$ cat config.mk
export PLATFORM = sky130hd
export DESIGN_NAME = pwm_chopper_and_trip_zone
export DESIGN_NICKNAME = d
export VERILOG_FILES = /design/src/pwm_out_pkg.sv /design/src/stage_if.sv /design/src/pwm_chopper.sv /design/src/trip_force.sv /design/src/pwm_chopper_and_trip_zone.sv
export SDC_FILE = /design/constraint.sdc
export NUM_CORES = 1
export LEC_CHECK = 0
export BUFFER_PORTS_ARGS = -buffer_cell sky130_fd_sc_hd__buf_2
export CORE_MARGIN = 5
export CORE_UTILIZATION = 56
export CTS_CLUSTER_SIZE = 25
export DETAILED_ROUTE_END_ITERATION = 10
export GPL_ROUTABILITY_DRIVEN = 0
export GPL_TIMING_DRIVEN = 0
export MAX_ROUTING_LAYER = met4
export PLACE_DENSITY = 0.8
export SETUP_SLACK_MARGIN = 0.3
export SYNTH_ARGS = -nofsm -noshare
export SYNTH_HDL_FRONTEND = slang
export SYNTH_SLANG_ARGS = --single-unit
$ cat constraint.sdc
create_clock -name pclk -period 2.8 [get_ports pclk]
set_input_delay 0.14 -clock pclk [delete_from_list [all_inputs] [get_ports pclk]]
set_output_delay 0.14 -clock pclk [all_outputs]
set_load 0.05 [all_outputs]
$ cat src/pwm_out_pkg.sv
package pwm_out_pkg;

    // Register indices; the byte address is the index times REG_BYTES
    localparam int REG_BYTES = 32'h4;
    localparam int IDX_SEL = 32'h12;
    localparam int IDX_RSVD = 32'h13;
    localparam int IDX_ACT = 32'h14;
    localparam int IDX_INTEN = 32'h15;
    localparam int IDX_FLG = 32'h16;
    localparam int IDX_CLR = 32'h17;
    localparam int IDX_FRC = 32'h18;
    localparam int IDX_CHOP = 32'h1e;
    localparam int IDX_UNLOCK = 32'h1f;

    // Register width and reset value
    localparam int REG_W = 16;
    localparam logic [15:0] REG_RESET = 16'h0000;

    // Fault select layout
    localparam int N_FAULT = 6;
    localparam int CBC_SEL_LSB = 0;
    localparam int SINGLE_TRIP_SEL_LSB = 8;

    // Trip action layout
    localparam int ACT_A_LSB = 0;
    localparam int ACT_B_LSB = 2;

    // Flag, clear, force and enable bit positions
    localparam int FLG_INT = 0;
    localparam int FLG_CBC = 1;
    localparam int FLG_OST = 2;
    localparam int UNLOCK_BIT = 0;

    // Chopper control layout
    localparam int CHP_EN_BIT = 0;
    localparam int CHP_WIDTH_LSB = 1;
    localparam int CHP_WIDTH_W = 4;
    localparam int CHP_FREQ_LSB = 5;
    localparam int CHP_FREQ_W = 3;
    localparam int CHP_DUTY_LSB = 8;
    localparam int CHP_DUTY_W = 3;

    // Chopper timing
    localparam int FIRST_PULSE_UNIT = 8;
    localparam int CARRIER_STEPS = 8;
    localparam int SHOT_W = 8;
    localparam logic [2:0] DUTY_TOP = 3'h7;
    localparam logic [15:0] TB_ZERO = 16'h0000;

    typedef enum logic [1:0] {
        ACT_HIZ = 2'h0,
        ACT_HIGH = 2'h1,
        ACT_LOW = 2'h2,
        ACT_KEEP = 2'h3
    } trip_act_e;

endpackage

$ cat src/stage_if.sv
`timescale 1ns/100ps
interface stage_if;
    logic [1:0] pwm_raw;
    logic [1:0] chopped;
    logic enable;
    logic [3:0] width;
    logic [2:0] freq;
    logic [2:0] duty;
    logic trip_active;
    logic [1:0][1:0] act;
    logic [1:0] out;
    logic [1:0] oe;

    modport chopper (input pwm_raw, enable, width, freq, duty, output chopped);
    modport forcer (input chopped, trip_active, act, output out, oe);
    modport top (output pwm_raw, enable, width, freq, duty, trip_active, act,
                 input chopped, out, oe);
endinterface

$ cat src/pwm_chopper.sv
`timescale 1ns/100ps
module pwm_chopper (
    input wire logic pclk,
    input wire logic presetn,
    stage_if.chopper st
);
    localparam int STEP_W = $clog2(pwm_out_pkg::CARRIER_STEPS);

    logic [2:0] pre_reg;
    logic [STEP_W-1:0] step_reg;
    logic [2:0] on_steps;
    logic carrier;
    logic [1:0] prev_reg;

    // Carrier prescaler from the system clock
    always_ff @(posedge pclk or negedge presetn) begin
        if (!presetn) begin
            pre_reg <= 3'h0;
        end else if (!st.enable || pre_reg == st.freq) begin
            pre_reg <= 3'h0;
        end else begin
            pre_reg <= pre_reg + 3'h1;
        end
    end

    // Carrier step counter, one carrier period per wrap
    always_ff @(posedge pclk or negedge presetn) begin
        if (!presetn) begin
            step_reg <= '0;
        end else if (!st.enable) begin
            step_reg <= '0;
        end else if (pre_reg == st.freq) begin
            step_reg <= step_reg + STEP_W'(1);
        end
    end

    // Sustaining duty in eighths, top code clamps at seven eighths
    assign on_steps = (st.duty == pwm_out_pkg::DUTY_TOP) ? pwm_out_pkg::DUTY_TOP
                                                           : st.duty + 3'h1;
    assign carrier = step_reg < on_steps;

    // Input level history for first-pulse start
    always_ff @(posedge pclk or negedge presetn) begin
        if (!presetn) begin
            prev_reg <= 2'h0;
        end else begin
            prev_reg <= st.pwm_raw;
        end
    end

    // First pulse and carrier gating per channel
    for (genvar i = 0; i < 2; i++) begin : g_chan
        logic [pwm_out_pkg::SHOT_W-1:0] shot_reg;
        logic rise;
        logic shot_on;
        assign rise = st.pwm_raw[i] & ~prev_reg[i];
        assign shot_on = rise | (shot_reg != '0);
        always_ff @(posedge pclk or negedge presetn) begin
            if (!presetn) begin
                shot_reg <= '0;
            end else if (!st.enable || !st.pwm_raw[i]) begin
                shot_reg <= '0;
            end else if (rise) begin
                shot_reg <= pwm_out_pkg::SHOT_W'((int'(st.width) + 1)
                            * pwm_out_pkg::FIRST_PULSE_UNIT - 1);
            end else if (shot_reg != '0) begin
                shot_reg <= shot_reg - pwm_out_pkg::SHOT_W'(1);
            end
        end
        // Wide first pulse, then carrier; disabled stage passes through
        assign st.chopped[i] = st.enable ? (st.pwm_raw[i] & (shot_on | carrier))
                                         : st.pwm_raw[i];
    end
endmodule

$ cat src/trip_force.sv
`timescale 1ns/100ps
module trip_force (
    stage_if.forcer st
);
    // Output override per pin, purely combinational so it works clockless
    for (genvar i = 0; i < 2; i++) begin : g_pin
        assign st.out[i] = !st.trip_active ? st.chopped[i] :
                           (st.act[i] == pwm_out_pkg::ACT_HIGH) ? 1'b1 :
                           (st.act[i] == pwm_out_pkg::ACT_KEEP) ? st.chopped[i] :
                           1'b0;
        assign st.oe[i] = !(st.trip_active && st.act[i] == pwm_out_pkg::ACT_HIZ);
    end
endmodule

$ cat src/pwm_chopper_and_trip_zone.sv
// Function
// - Carrier derives from system clock; frequency and duty set in chopper control.
// - Chopping starts with a wide first pulse before sustaining pulses.
// - First pulse lasts eight clocks times width field plus one.
// - Sustaining pulses use seven duty ratios, 12.5% to 87.5%.
// - With carrier disabled the PWM inputs pass through unchanged.
// - Six active-low fault inputs; a low level signals a trip.
// - Each fault input selectable as ignored, cycle trip or single trip.
// - One clock of low level on a selected input registers a trip.
// - Output forcing responds to fault inputs without needing the clock.
// - Cycle trip forces outputs at once, sets its flag, may interrupt.
// - Cycle trip releases at counter zero if the input is gone.
// - Cycle flag stays set until software clears it.
// - Clearing the cycle flag while trip persists sets it again.
// - Single trip forces outputs at once, sets its flag, may interrupt.
// - Single trip persists until software writes its clear bit.
// - Trip action chosen separately for both outputs among four choices.
// - Action code: 0 high-impedance, 1 high, 2 low, 3 no change.
// - Software force register trips exactly like an input; here it forces outputs only from the clock edge that sets the trip latch.
// - Trip registers ignore writes unless protected writes are enabled.
// - With nothing selected or forced, outputs pass through untouched.
//
// Chosen here: the APB interface to the registers.
`timescale 1ns/100ps
module pwm_chopper_and_trip_zone #(
    parameter int ADDR_W = 8
) (
    input wire logic pclk,
    input wire logic presetn,
    input wire logic [ADDR_W-1:0] paddr,
    input wire logic psel,
    input wire logic penable,
    input wire logic pwrite,
    input wire logic [31:0] pwdata,
    input wire logic [3:0] pstrb,
    output logic [31:0] prdata,
    output logic pready,
    output logic pslverr,
    input wire logic pwm_in_a,
    input wire logic pwm_in_b,
    input wire logic [5:0] fault_input_n,
    input wire logic [15:0] time_base_counter,
    output logic pwm_output_a,
    output logic pwm_output_a_oe,
    output logic pwm_output_b,
    output logic pwm_output_b_oe,
    output logic fault_interrupt_request
);
    localparam int NF = pwm_out_pkg::N_FAULT;

    stage_if st ();

    logic [15:0] sel_reg;
    logic [15:0] act_reg;
    logic [15:0] inten_reg;
    logic [15:0] chop_reg;
    logic [15:0] unlock_reg;
    logic cbc_latch_reg;
    logic single_trip_latch_reg;
    logic cbc_flag_reg;
    logic int_flag_reg;
    logic irq_reg;
    logic [31:0] prdata_reg;
    logic [31:0] rd_next;
    logic [15:0] wmask;
    logic [15:0] wbits;
    logic access;
    logic wr;
    logic mapped;
    logic prot_ok;
    logic clr_cbc;
    logic clr_ost;
    logic clr_int;
    logic frc_cbc;
    logic frc_ost;
    logic cbc_live;
    logic single_trip_live;
    logic cbc_event;
    logic single_trip_event;
    logic at_zero;
    logic int_set;

    // Address match for a register index
    function automatic logic hit(input int idx);
        hit = paddr == ADDR_W'(idx * pwm_out_pkg::REG_BYTES);
    endfunction

    // Byte-lane merge of write data into a 16-bit register
    function automatic logic [15:0] merge(input logic [15:0] old);
        merge = (old & ~wmask) | (pwdata[15:0] & wmask);
    endfunction

    // Bus decode; zero wait states
    assign access = psel & penable;
    assign mapped = hit(pwm_out_pkg::IDX_SEL) | hit(pwm_out_pkg::IDX_RSVD)
                  | hit(pwm_out_pkg::IDX_ACT) | hit(pwm_out_pkg::IDX_INTEN)
                  | hit(pwm_out_pkg::IDX_FLG) | hit(pwm_out_pkg::IDX_CLR)
                  | hit(pwm_out_pkg::IDX_FRC) | hit(pwm_out_pkg::IDX_CHOP)
                  | hit(pwm_out_pkg::IDX_UNLOCK);
    assign pready = 1'b1;
    assign pslverr = access & ~mapped;
    assign wr = access & pwrite & mapped;
    assign wmask = {{8{pstrb[1]}}, {8{pstrb[0]}}};
    assign wbits = pwdata[15:0] & wmask;
    assign prot_ok = unlock_reg[pwm_out_pkg::UNLOCK_BIT];

    // Clear and force strobes, only when unlocked
    assign clr_cbc = wr & prot_ok & hit(pwm_out_pkg::IDX_CLR)
                   & wbits[pwm_out_pkg::FLG_CBC];
    assign clr_ost = wr & prot_ok & hit(pwm_out_pkg::IDX_CLR)
                   & wbits[pwm_out_pkg::FLG_OST];
    assign clr_int = wr & prot_ok & hit(pwm_out_pkg::IDX_CLR)
                   & wbits[pwm_out_pkg::FLG_INT];
    assign frc_cbc = wr & prot_ok & hit(pwm_out_pkg::IDX_FRC)
                   & wbits[pwm_out_pkg::FLG_CBC];
    assign frc_ost = wr & prot_ok & hit(pwm_out_pkg::IDX_FRC)
                   & wbits[pwm_out_pkg::FLG_OST];

    // Selected fault inputs, active low, no clock in this path
    assign cbc_live = |(~fault_input_n & sel_reg[pwm_out_pkg::CBC_SEL_LSB +: NF]);
    assign single_trip_live = |(~fault_input_n & sel_reg[pwm_out_pkg::SINGLE_TRIP_SEL_LSB +: NF]);
    assign cbc_event = cbc_live | frc_cbc;
    assign single_trip_event = single_trip_live | frc_ost;
    assign at_zero = time_base_counter == pwm_out_pkg::TB_ZERO;

    // Configuration registers, trip ones behind the unlock
    always_ff @(posedge pclk or negedge presetn) begin
        if (!presetn) begin
            sel_reg <= pwm_out_pkg::REG_RESET;
            act_reg <= pwm_out_pkg::REG_RESET;
            inten_reg <= pwm_out_pkg::REG_RESET;
        end else if (wr && prot_ok) begin
            if (hit(pwm_out_pkg::IDX_SEL)) begin
                sel_reg <= merge(sel_reg);
            end
            if (hit(pwm_out_pkg::IDX_ACT)) begin
                act_reg <= merge(act_reg);
            end
            if (hit(pwm_out_pkg::IDX_INTEN)) begin
                inten_reg <= merge(inten_reg);
            end
        end
    end

    // Chopper control and write unlock, always writable
    always_ff @(posedge pclk or negedge presetn) begin
        if (!presetn) begin
            chop_reg <= pwm_out_pkg::REG_RESET;
            unlock_reg <= pwm_out_pkg::REG_RESET;
        end else if (wr) begin
            if (hit(pwm_out_pkg::IDX_CHOP)) begin
                chop_reg <= merge(chop_reg);
            end
            if (hit(pwm_out_pkg::IDX_UNLOCK)) begin
                unlock_reg <= merge(unlock_reg);
            end
        end
    end

    // Cycle trip latch: set wins, release at counter zero once input gone
    always_ff @(posedge pclk or negedge presetn) begin
        if (!presetn) begin
            cbc_latch_reg <= 1'b0;
        end else if (cbc_event) begin
            cbc_latch_reg <= 1'b1;
        end else if (at_zero) begin
            cbc_latch_reg <= 1'b0;
        end
    end

    // Cycle flag: sticky, set wins over clear
    always_ff @(posedge pclk or negedge presetn) begin
        if (!presetn) begin
            cbc_flag_reg <= 1'b0;
        end else if (cbc_event) begin
            cbc_flag_reg <= 1'b1;
        end else if (clr_cbc) begin
            cbc_flag_reg <= 1'b0;
        end
    end

    // Single trip latch doubles as its flag
    always_ff @(posedge pclk or negedge presetn) begin
        if (!presetn) begin
            single_trip_latch_reg <= 1'b0;
        end else if (single_trip_event) begin
            single_trip_latch_reg <= 1'b1;
        end else if (clr_ost) begin
            single_trip_latch_reg <= 1'b0;
        end
    end

    // Global flag and interrupt pulse
    assign int_set = (~int_flag_reg | clr_int)
                   & ((cbc_event & inten_reg[pwm_out_pkg::FLG_CBC])
                   | (single_trip_event & inten_reg[pwm_out_pkg::FLG_OST]));
    always_ff @(posedge pclk or negedge presetn) begin
        if (!presetn) begin
            int_flag_reg <= 1'b0;
            irq_reg <= 1'b0;
        end else begin
            irq_reg <= int_set;
            if (int_set) begin
                int_flag_reg <= 1'b1;
            end else if (clr_int) begin
                int_flag_reg <= 1'b0;
            end
        end
    end
    assign fault_interrupt_request = irq_reg;

    // Read mux; write-only and gap registers read zero
    always_comb begin
        rd_next = 32'h0000_0000;
        if (hit(pwm_out_pkg::IDX_SEL)) begin
            rd_next[15:0] = sel_reg;
        end else if (hit(pwm_out_pkg::IDX_ACT)) begin
            rd_next[15:0] = act_reg;
        end else if (hit(pwm_out_pkg::IDX_INTEN)) begin
            rd_next[15:0] = inten_reg;
        end else if (hit(pwm_out_pkg::IDX_FLG)) begin
            rd_next[pwm_out_pkg::FLG_INT] = int_flag_reg;
            rd_next[pwm_out_pkg::FLG_CBC] = cbc_flag_reg;
            rd_next[pwm_out_pkg::FLG_OST] = single_trip_latch_reg;
        end else if (hit(pwm_out_pkg::IDX_CHOP)) begin
            rd_next[15:0] = chop_reg;
        end else if (hit(pwm_out_pkg::IDX_UNLOCK)) begin
            rd_next[15:0] = unlock_reg;
        end
    end

    // Read data captured in the setup cycle
    always_ff @(posedge pclk or negedge presetn) begin
        if (!presetn) begin
            prdata_reg <= 32'h0000_0000;
        end else if (psel && !penable && !pwrite) begin
            prdata_reg <= rd_next;
        end
    end
    assign prdata = prdata_reg;

    // Stage wiring
    assign st.pwm_raw = {pwm_in_b, pwm_in_a};
    assign st.enable = chop_reg[pwm_out_pkg::CHP_EN_BIT];
    assign st.width = chop_reg[pwm_out_pkg::CHP_WIDTH_LSB +: pwm_out_pkg::CHP_WIDTH_W];
    assign st.freq = chop_reg[pwm_out_pkg::CHP_FREQ_LSB +: pwm_out_pkg::CHP_FREQ_W];
    assign st.duty = chop_reg[pwm_out_pkg::CHP_DUTY_LSB +: pwm_out_pkg::CHP_DUTY_W];
    assign st.act[0] = act_reg[pwm_out_pkg::ACT_A_LSB +: 2];
    assign st.act[1] = act_reg[pwm_out_pkg::ACT_B_LSB +: 2];
    // Live inputs join the latches so forcing needs no clock edge
    assign st.trip_active = cbc_latch_reg | single_trip_latch_reg | cbc_live | single_trip_live;

    pwm_chopper u_chop (
        .pclk(pclk),
        .presetn(presetn),
        .st(st)
    );

    trip_force u_force (
        .st(st)
    );

    assign pwm_output_a = st.out[0];
    assign pwm_output_b = st.out[1];
    assign pwm_output_a_oe = st.oe[0];
    assign pwm_output_b_oe = st.oe[1];
endmodule

==> flow_results.org, run 1 <==
** Clock tree
- TritonCTS clock tree :: done
- Clock tree synthesis inserted a total of 17 buffers.
- The H-tree generated during clock tree synthesis spans 4 levels.
- The later pin in the worst-skew pair is clocked with a latency of between 0.5 and 0.6 ns.
- The clock passes through at most 2 buffers.
- Buffer type at the clock tree root :: clkbuf_8
- After clock tree synthesis, the clock-pin slew on the worst setup and hold paths is roughly 0.060 ns.
- Clock Sinks :: roughly 130

** Floorplan
- The floorplan step set the die width to approximately 120 µm.
- The die covers 0.0132 mm².
- The initialized floorplan defines 38 standard-cell rows.
- Y dimension of the die :: between 100 and 150 µm
- The total area inside the core boundary comes to approximately 0.011 mm².
- I/O pin count :: approximately 110
- Once the floorplan was initialized, standard cells occupied about 57% of the core.

** Synth
- Post-synth EDFFs :: 0
- After synthesis the cells add up to between 0.006 and 0.007 mm².
- Fraction of the yosys area taken by sequential cells :: approximately half
- Counting distinct cell types in the post-synthesis netlist gives 58.
- After synthesis, the share of flip-flops with an asynchronous set or reset is 100%.
- Yosys warning total :: 0
- In this run the mean area of a mapped cell was approximately 11 µm².
- Yosys top cell by area :: dfrtp_1
- Synth Instances :: around 550
- The most used flip-flop cell after synthesis is dfrtp_1.
- Leading cell types by total area after synthesis :: dfrtp_1 (51%), mux2_2 (15%), a22oi_1 (2.8%), nor2_1 (2.4%), buf_4 (2.3%)
- Synthesis inferred around 130 register bits.
- Area fraction of the dominant cell type after synthesis :: between 50% and 60%

** Timing
- Number of endpoints failing setup at the final stage :: 0
- On the final layout, the worst clock skew is about 0.0097 ns.
- FMAX :: 362 MHz
- Headroom to the max-slew limit :: between 40% and 50%
- The max-slew violation count came to 0.
- The count of endpoints failing hold in the final timing report was 0.
- Post-route fraction of the period consumed by the critical path :: about 99%
- At the pin with the least slew margin, the transition time is ~0.76 ns.
- Setup repair after global routing missed its margin :: true
- Time the worst path needs with I/O delays and setup :: ~2.8 ns

** Power and ir drop
- Power Dens Cells :: between 500 and 600 mW/mm²
- Total power of the final layout :: between 4 and 5 mW
- Cell leakage power :: around 3.8 nW
- Combinational cells account for about a tenth of the total power.
- VDD IR max :: around 520 µV
- Switching part of the total :: 25.4%
- Relative contribution of the clock network to total power :: approximately half
- Switching power :: approximately 1.2 mW
- Seq pwr share :: 40.9%
- The internal portion of the total power is between 3 and 4 mW.

** Critical path
- Launch point of the critical path :: u_chop.g_chan[0].shot_reg[0]
- Required time reported for the critical path endpoint :: about 2.7 ns
- Critical Path AT :: between 2 and 3 ns
- Worst R2R Setup Slack :: roughly 0.5 ns
- Worst reg-to-reg path cell count :: 8
- Endpoint of the worst-slack reg-to-reg timing path :: u_chop.g_chan[0].shot_reg[2]
- Critical path destination :: pwm_output_a
- The worst setup path is of the register to primary output kind.
- Largest fanout on the critical path :: 3
- The worst register-to-register path begins at u_chop.g_chan[0].shot_reg[0].
- Kind of start point of the critical path :: register
- Endpoint kind of the worst setup timing path :: primary output

** Route
- In this run, the number of DRC markers left after iteration 0 of detailed routing was about 390.
- Vias per std cell :: 5.97
- Dividing the detail-routed wire length by the instance count gives roughly 20 µm.
- Wirelength, routed :: 16800 µm
- The detail route stage leaves a number of antenna-violating nets equal to 0.
- The routed layout has 5017 vias.
- The pre-antenna-repair detailed-routing pass consisted of 5 iterations.
- In the routed design, unresolved DRC markers number 0.

** Status
- The flow ran to the end, and the final reports show no timing, DRC or antenna violations.

** Worst hold path
- Worst min-delay path category :: input pin to register

** Cells and area
- Number of nets in the layout :: around 770
- Relative to the synthesized area, the layout overhead comes to 26.9%.
- The number of antenna diodes in the final layout is 0.
- The filler cells instantiated in the layout total 714.
- Once layout is complete, the utilization of the core stands at roughly 72%.
- Cells with a size suffix above 1 make up around 37% of the layout.

** Global routing
- First-pass GRT wire length :: 26700 µm
- Pin count of the biggest net entering global routing :: 70
- The number of antenna violations at the first check in global routing came to 0.
- Across every metal layer, demand over resource in global routing totals between 20% and 30%.
- The via count of the first global-routing pass was between 5000 and 6000.
- Summed over all layers, the global routing overflow is 0.

** Place
- Summed over all nets, the half-perimeter wirelength after detailed placement is around 11000 µm.
- Number of input and output port buffers inserted :: between 70 and 80

** Flow run
- Max-cap violations in this run came to 0.
-- how the worst min path moves through the flow --
stage | start | end | slack [ns] | depth (start not counted)
after CTS | pwrite | prdata[1] | 0.01 | 4
after detailed placement | presetn | single_trip_latch_reg | 0.14 | 1
after global routing | pwrite | prdata[0] | 0.03 | 4
final | pwrite | prdata[1] | 0.02 | 4
after global placement | pwm_in_a | u_chop.prev_reg[0] | 0.30 | 1
after floorplan | presetn | async pin | -0.16 | 0
-- what timing repair did --
item,4_1_cts,5_1_grt
setup buffers,6,4
pin swaps,4,0
endpoints found under the hold margin,140,0
hold buffers,22,0
resized for setup,26,13
endpoints found under the setup margin,4,4
-- power by group through the flow --
stage,clock network (mW),registers (mW),logic [mW]
floorplan,0,2.00,0.173
detailed placement,0,1.90,0.442
global placement,0,1.90,0.427
CTS,2.22,1.87,0.475
global route,2.32,1.87,0.514
finish,2.22,1.87,0.480
-- layout make-up --
class                   count  area (µm²)  area share [%]
flip-flops and latches    125        3130            39.9
multi-input cells         379        2920            37.2
repair buffers            107         712            9.08
clock buffers              22         463            5.90
plain buffers              37         229            2.92
well taps                 140         175            2.23
clock inverters            10         138            1.76
inverters                  20        75.1           0.957
-- stage by stage --
step | instance area (µm²) | setup TNS, ns | setup slack, ns | cells | hold slack [ns]
6_report | 7840 | 0 | 0.0353 | 840 | 0.0219
3_3_place_gp | 6780 | 0 | 0.0745 | 775 | 0.303
5_1_grt | 7840 | -0.0816 | -0.0725 | 840 | 0.0333
4_1_cts | 7770 | 0 | 0.0403 | 836 | 0.0103
3_5_place_dp | 6820 | 0 | 0.230 | 776 | 0.142
2_1_floorplan | 6240 | 0 | 0.376 | 561 | -0.156
-- critical path, stage by stage (launching register included) --
cell       delay, ns
dfrtp_1         0.39
inv_2           0.07
ha_4            0.14
or4bb_4         0.46
or4_4           0.50
buf_8           0.14
o21ai_4         0.13
a2bb2oi_2       0.08
buf_6           0.17
-- placed cells by master (no fill, tap or decap), types with 4 or more instances in the layout --
cell | netlist | layout
nand2_1 | 30 | 30
a21oi_1 | 6 | 6
o22ai_1 | 8 | 8
buf_4 | 19 | 30
a211oi_1 | 4 | 4
clkbuf_16 | 0 | 16
o21ai_0 | 17 | 15
nand2_2 | 6 | 6
clkinvlp_4 | 0 | 5
clkbuf_8 | 0 | 4
a31oi_1 | 13 | 13
buf_2 | 2 | 73
and3_1 | 5 | 5
nor3_1 | 10 | 10
dfrtp_1 | 125 | 123
a22oi_1 | 23 | 23
ha_1 | 8 | 6
nand2b_1 | 4 | 4
nand4_1 | 5 | 5
clkbuf_1 | 14 | 13
nor4_1 | 7 | 5
nor2_1 | 39 | 38
inv_1 | 20 | 18
nand3_1 | 9 | 9
dlygate4sd3_1 | 0 | 22
nor2b_1 | 9 | 9
mux2_2 | 85 | 85
conb_1 | 2 | 17
xor2_1 | 9 | 9
xnor2_1 | 11 | 11
-- cell usage after synthesis (7+ instances only) --
master,number
nand3_1,9
o21ai_0,17
nor3_1,10
nor2_1,39
a31oi_1,13
xnor2_1,11
o22ai_1,8
dfrtp_1,125
inv_1,20
buf_4,19
xor2_1,9
a22oi_1,23
nor4_1,7
nand2_1,30
ha_1,8
mux2_2,85
nor2b_1,9
clkbuf_1,14
-- cell families after synthesis --
kind of cell    synth area share (%)
simple gates                    13.2
flops                           50.6
buf+inv                         4.66
mux                             16.2
fa+ha+maj                       1.62
other cells                    0.122
compound gates                  10.8
xor+xnor                        2.83
-- metal layers --
layer / global-route usage, % / part of all wire (%) / vias to the layer above
li1: - / - / 2246
met1: 33.3 / 40 / 2469
met4: 11.7 / 3.0 / 0
met3: 5.32 / 8.1 / 54
met5: - / 0 / -
met2: 43.7 / 49 / 248
No activity file was read; power rests on OpenSTA's default activity.
==> inputs of run 2 (changes only) <==
--- a/config.mk
+++ b/config.mk
@@ -13,7 +13,7 @@
 export GPL_ROUTABILITY_DRIVEN = 0
 export GPL_TIMING_DRIVEN = 0
 export MAX_ROUTING_LAYER = met4
-export PLACE_DENSITY = 0.8
+export PLACE_DENSITY = 0.84
 export SETUP_SLACK_MARGIN = 0.3
 export SYNTH_ARGS = -nofsm -noshare
 export SYNTH_HDL_FRONTEND = slang
==> run 2 against run 1 <==
The run now ends with setup timing left. Clock-buffer cell count increased by 4. Highest routed layer unchanged. Register-to-register slack worse by 0.11 ns. Via count rose by 2.4%. Largest power group unchanged. Cell count rose by 0.48%. Wire length rose by 2.6%. Sequential share of layout area is 0.35 points lower. Critical path depth down 1. Sequential power hardly changed. Combinational power is 1% higher. Critical path type unchanged.
==> flow_results.org, run 2 (same netlist as run 1, synthesis figures left out) <==
** Route
- Vias per std cell :: 6.09
- Routed length per instance :: ~20 µm
- Wirelength, routed :: approximately 17000 µm
- In the routed design, unresolved DRC markers number 0.
- DR vias :: about 5100
- First-iteration detailed-routing DRC count :: between 400 and 500
- Post-detailed-route count of antenna-violating nets :: 0
- The first detailed-routing pass ran for 7 iterations.

** Power and ir drop
- IR analysis of the VDD net gives a maximum drop of roughly 440 µV.
- Power Dens Cells :: 581 mW/mm²
- In this run the static leakage power is 3.86 nW.

** Timing
- The clock arrives with around 0.010 ns of skew.
- Slew at the pin with the worst max-slew slack :: approximately 0.79 ns
- The max-slew violation count is 0.
- The count of endpoints failing hold in the final timing report came to 0.
- Setup repair after global routing missed its margin :: true
- Setup violations remaining at the end of the flow were counted as 1.
- The smallest clock period supported by the final layout is computed as 2.84 ns.
- Post-route fraction of the period consumed by the critical path :: 102%
- Headroom to the max-slew limit :: 47.2%
- Fin worst setup slack :: -0.0437 ns
- Derived from the worst setup path, the maximum achievable clock frequency is about 350 MHz.

** Clock tree
- The clock reaches the later pin of the worst-skew pair after 0.52 ns.
- Clk buf depth :: 2
- TritonCTS clock tree :: done
- Number of H-tree levels :: 4
- In this run the clock root is driven by a clkbuf_8.
- For this design, the sink count on the clock tree is between 100 and 150.
- Buffers inserted during clock tree synthesis total 17.
- Clock-pin slew was measured on the worst setup and hold paths at 0.06 ns.

** Floorplan
- Once the floorplan was initialized, standard cells occupied a little under three fifths of the core.
- During I/O placement, the number of pins put on the boundary was ~110.
- DIE AREA :: ~0.013 mm²
- Width of the die :: around 120 µm
- The floorplan step set the die height to between 100 and 150 µm.
- Num rows :: 38
- Area of the core :: ~0.011 mm²

** Critical path
- Buffers plus inverters on the worst setup path :: 2
- Cell class contributing the biggest share of worst-path delay :: simple AND/OR/NAND/NOR gates
- Worst R2R Setup Slack :: ~0.40 ns
- In this design, the stage delay of the slowest critical-path cell is about 0.55 ns.
- Data on the critical path is required at its endpoint by ~2.7 ns.
- The number of cells on the worst reg-to-reg path is 7.
- Endpoint kind of the worst setup timing path :: primary output
- Kind of start point of the critical path :: register
- Walking the worst path, the cells encountered are nor2_2 > or4bb_4 > or4_4 > buf_8 > o21ai_4 > a2bb2oi_2 > buf_6.
- Among all stages on the critical path, the largest delay is contributed by or4bb_4.
- The worst setup path is of the register to primary output kind.
- Critical Path AT :: between 2 and 3 ns
- In this run the worst path has a maximum fanout of 2.
- WP depth :: 7

** Global routing
- The global routing stage identified its most utilized layer as met2.
- The number of antenna violations at the first check in global routing was 0.
- Pin count of the biggest net entering global routing :: a little under 100
- For this run the aggregate overflow at the end of global routing stands at 0.
- The via count of the first global-routing pass came to 5375.
- Met1 global-route usage :: between 30% and 40%
- The first global-routing pass estimated 27500 µm of wire.
- Met2 Use GR :: between 40% and 50%
- Global routing used between 20 and 30% of the available tracks.
- Met3 track demand over resource :: under 10%

** Cells and area
- After filler insertion, the fill cell instance count of the layout stands at just over 700.
- Area taken by flip-flops and latches :: approximately 0.0031 mm²
- Number of nets in the layout :: 772
- The library cell used most frequently in the layout, excluding fill and tap cells, is dfrtp_1.
- Measured on the finished design, the core utilization comes to between 70 and 80%.
- For this run, the number of standard cells in the final layout without fillers is around 840.
- Combined area of the multi-input logic cells :: 0.00294 mm²
- Ratio of cells with drive above 1 in the final layout :: around 37%
- Relative to the synthesized area, the layout overhead comes to 27.9%.
- The number of antenna diodes in the final layout is 0.
- Most frequent cells in the layout :: dfrtp_1 (125), mux2_2 (85), buf_2 (73)

** Worst hold path
- The min-delay analysis places its worst path in the category input pin to register.
- The worst hold path passes through 2 cells.

** Status
- Failing checks :: setup timing
- Outcome :: finished with violations

** Place
- Number of input and output port buffers inserted :: 74
- Detailed placement ended at an HPWL of roughly 11000 µm.
- Placed Instances :: between 700 and 800

** Flow run
- Across the run, the number of max-cap violations was 0.
## run 2: changes by cell type in the layout (fill, tap and decap cells not counted), sizes merged
cell | before | now
dlygate4sd3 | 22 | 23
buf | 110 | 112
clkbuf | 34 | 39
clkinvlp | 5 | 0
clkinv | 2 | 3
## run 2: final cells by class
cell class	instances	share of cell area [%]
flip-flops and latches	125	39.6
multi-input cells	379	37.2
repair buffers	111	9.42
clock buffers	26	6.30
plain buffers	37	2.98
well taps	140	2.22
clock inverters	6	1.33
inverters	20	0.950
## run 2: path summary, 6_finish.rpt
path	start	endpoint
max	u_chop.g_chan[0].shot_reg[4]	pwm_output_a
min	pwdata[0]	register
max reg2reg	u_chop.g_chan[0].shot_reg[4]	u_chop.g_chan[0].shot_reg[0]
min reg2reg	register	register
max in group asynchronous	presetn	async pin
min in group asynchronous	presetn	single_trip_latch_reg
## run 2: what timing repair did
action | 4_1_cts | 5_1_grt
endpoints found under the hold margin | 205 | 0
pin swaps | 7 | 5
endpoints found under the setup margin | 4 | 4
setup buffers | 10 | 3
hold buffers | 23 | 0
gates resized for setup | 35 | 4
## run 2: power by group
| group | switching [mW] | internal [mW] |
|---|---|---|
| clock network | 0.761 | 1.47 |
| logic | 0.340 | 0.146 |
| registers | 0.0262 | 1.84 |
| total | 1.13 | 3.46 |
## run 2: metal layers
layer | up-vias | share of wire, %
li1 | 2245 | -
met1 | 2534 | 38
met2 | 288 | 50
met3 | 71 | 7.9
met4 | 0 | 4.0
met5 | - | 0
## run 2: worst register-to-register path: cells and delay by family (launching register included)
kind	cells	cell delay [ns]
buf+inv	2	0.28
simple gates	5	1.63
flops	1	0.40
## run 2: metrics by stage
step	total power [mW]	worst slack (ns)	hold WS, ns	TNS (ns)	area (µm²)
after global placement	2.32	0.127	0.304	0	6780
after floorplan	2.17	0.376	-0.156	0	6240
after detailed placement	2.34	0.214	0.0252	0	6820
after CTS	4.59	0.0336	0.00352	0	7870
final	4.59	-0.0437	0.0214	-0.0437	7900
after global routing	4.73	-0.110	0.0214	-0.110	7900
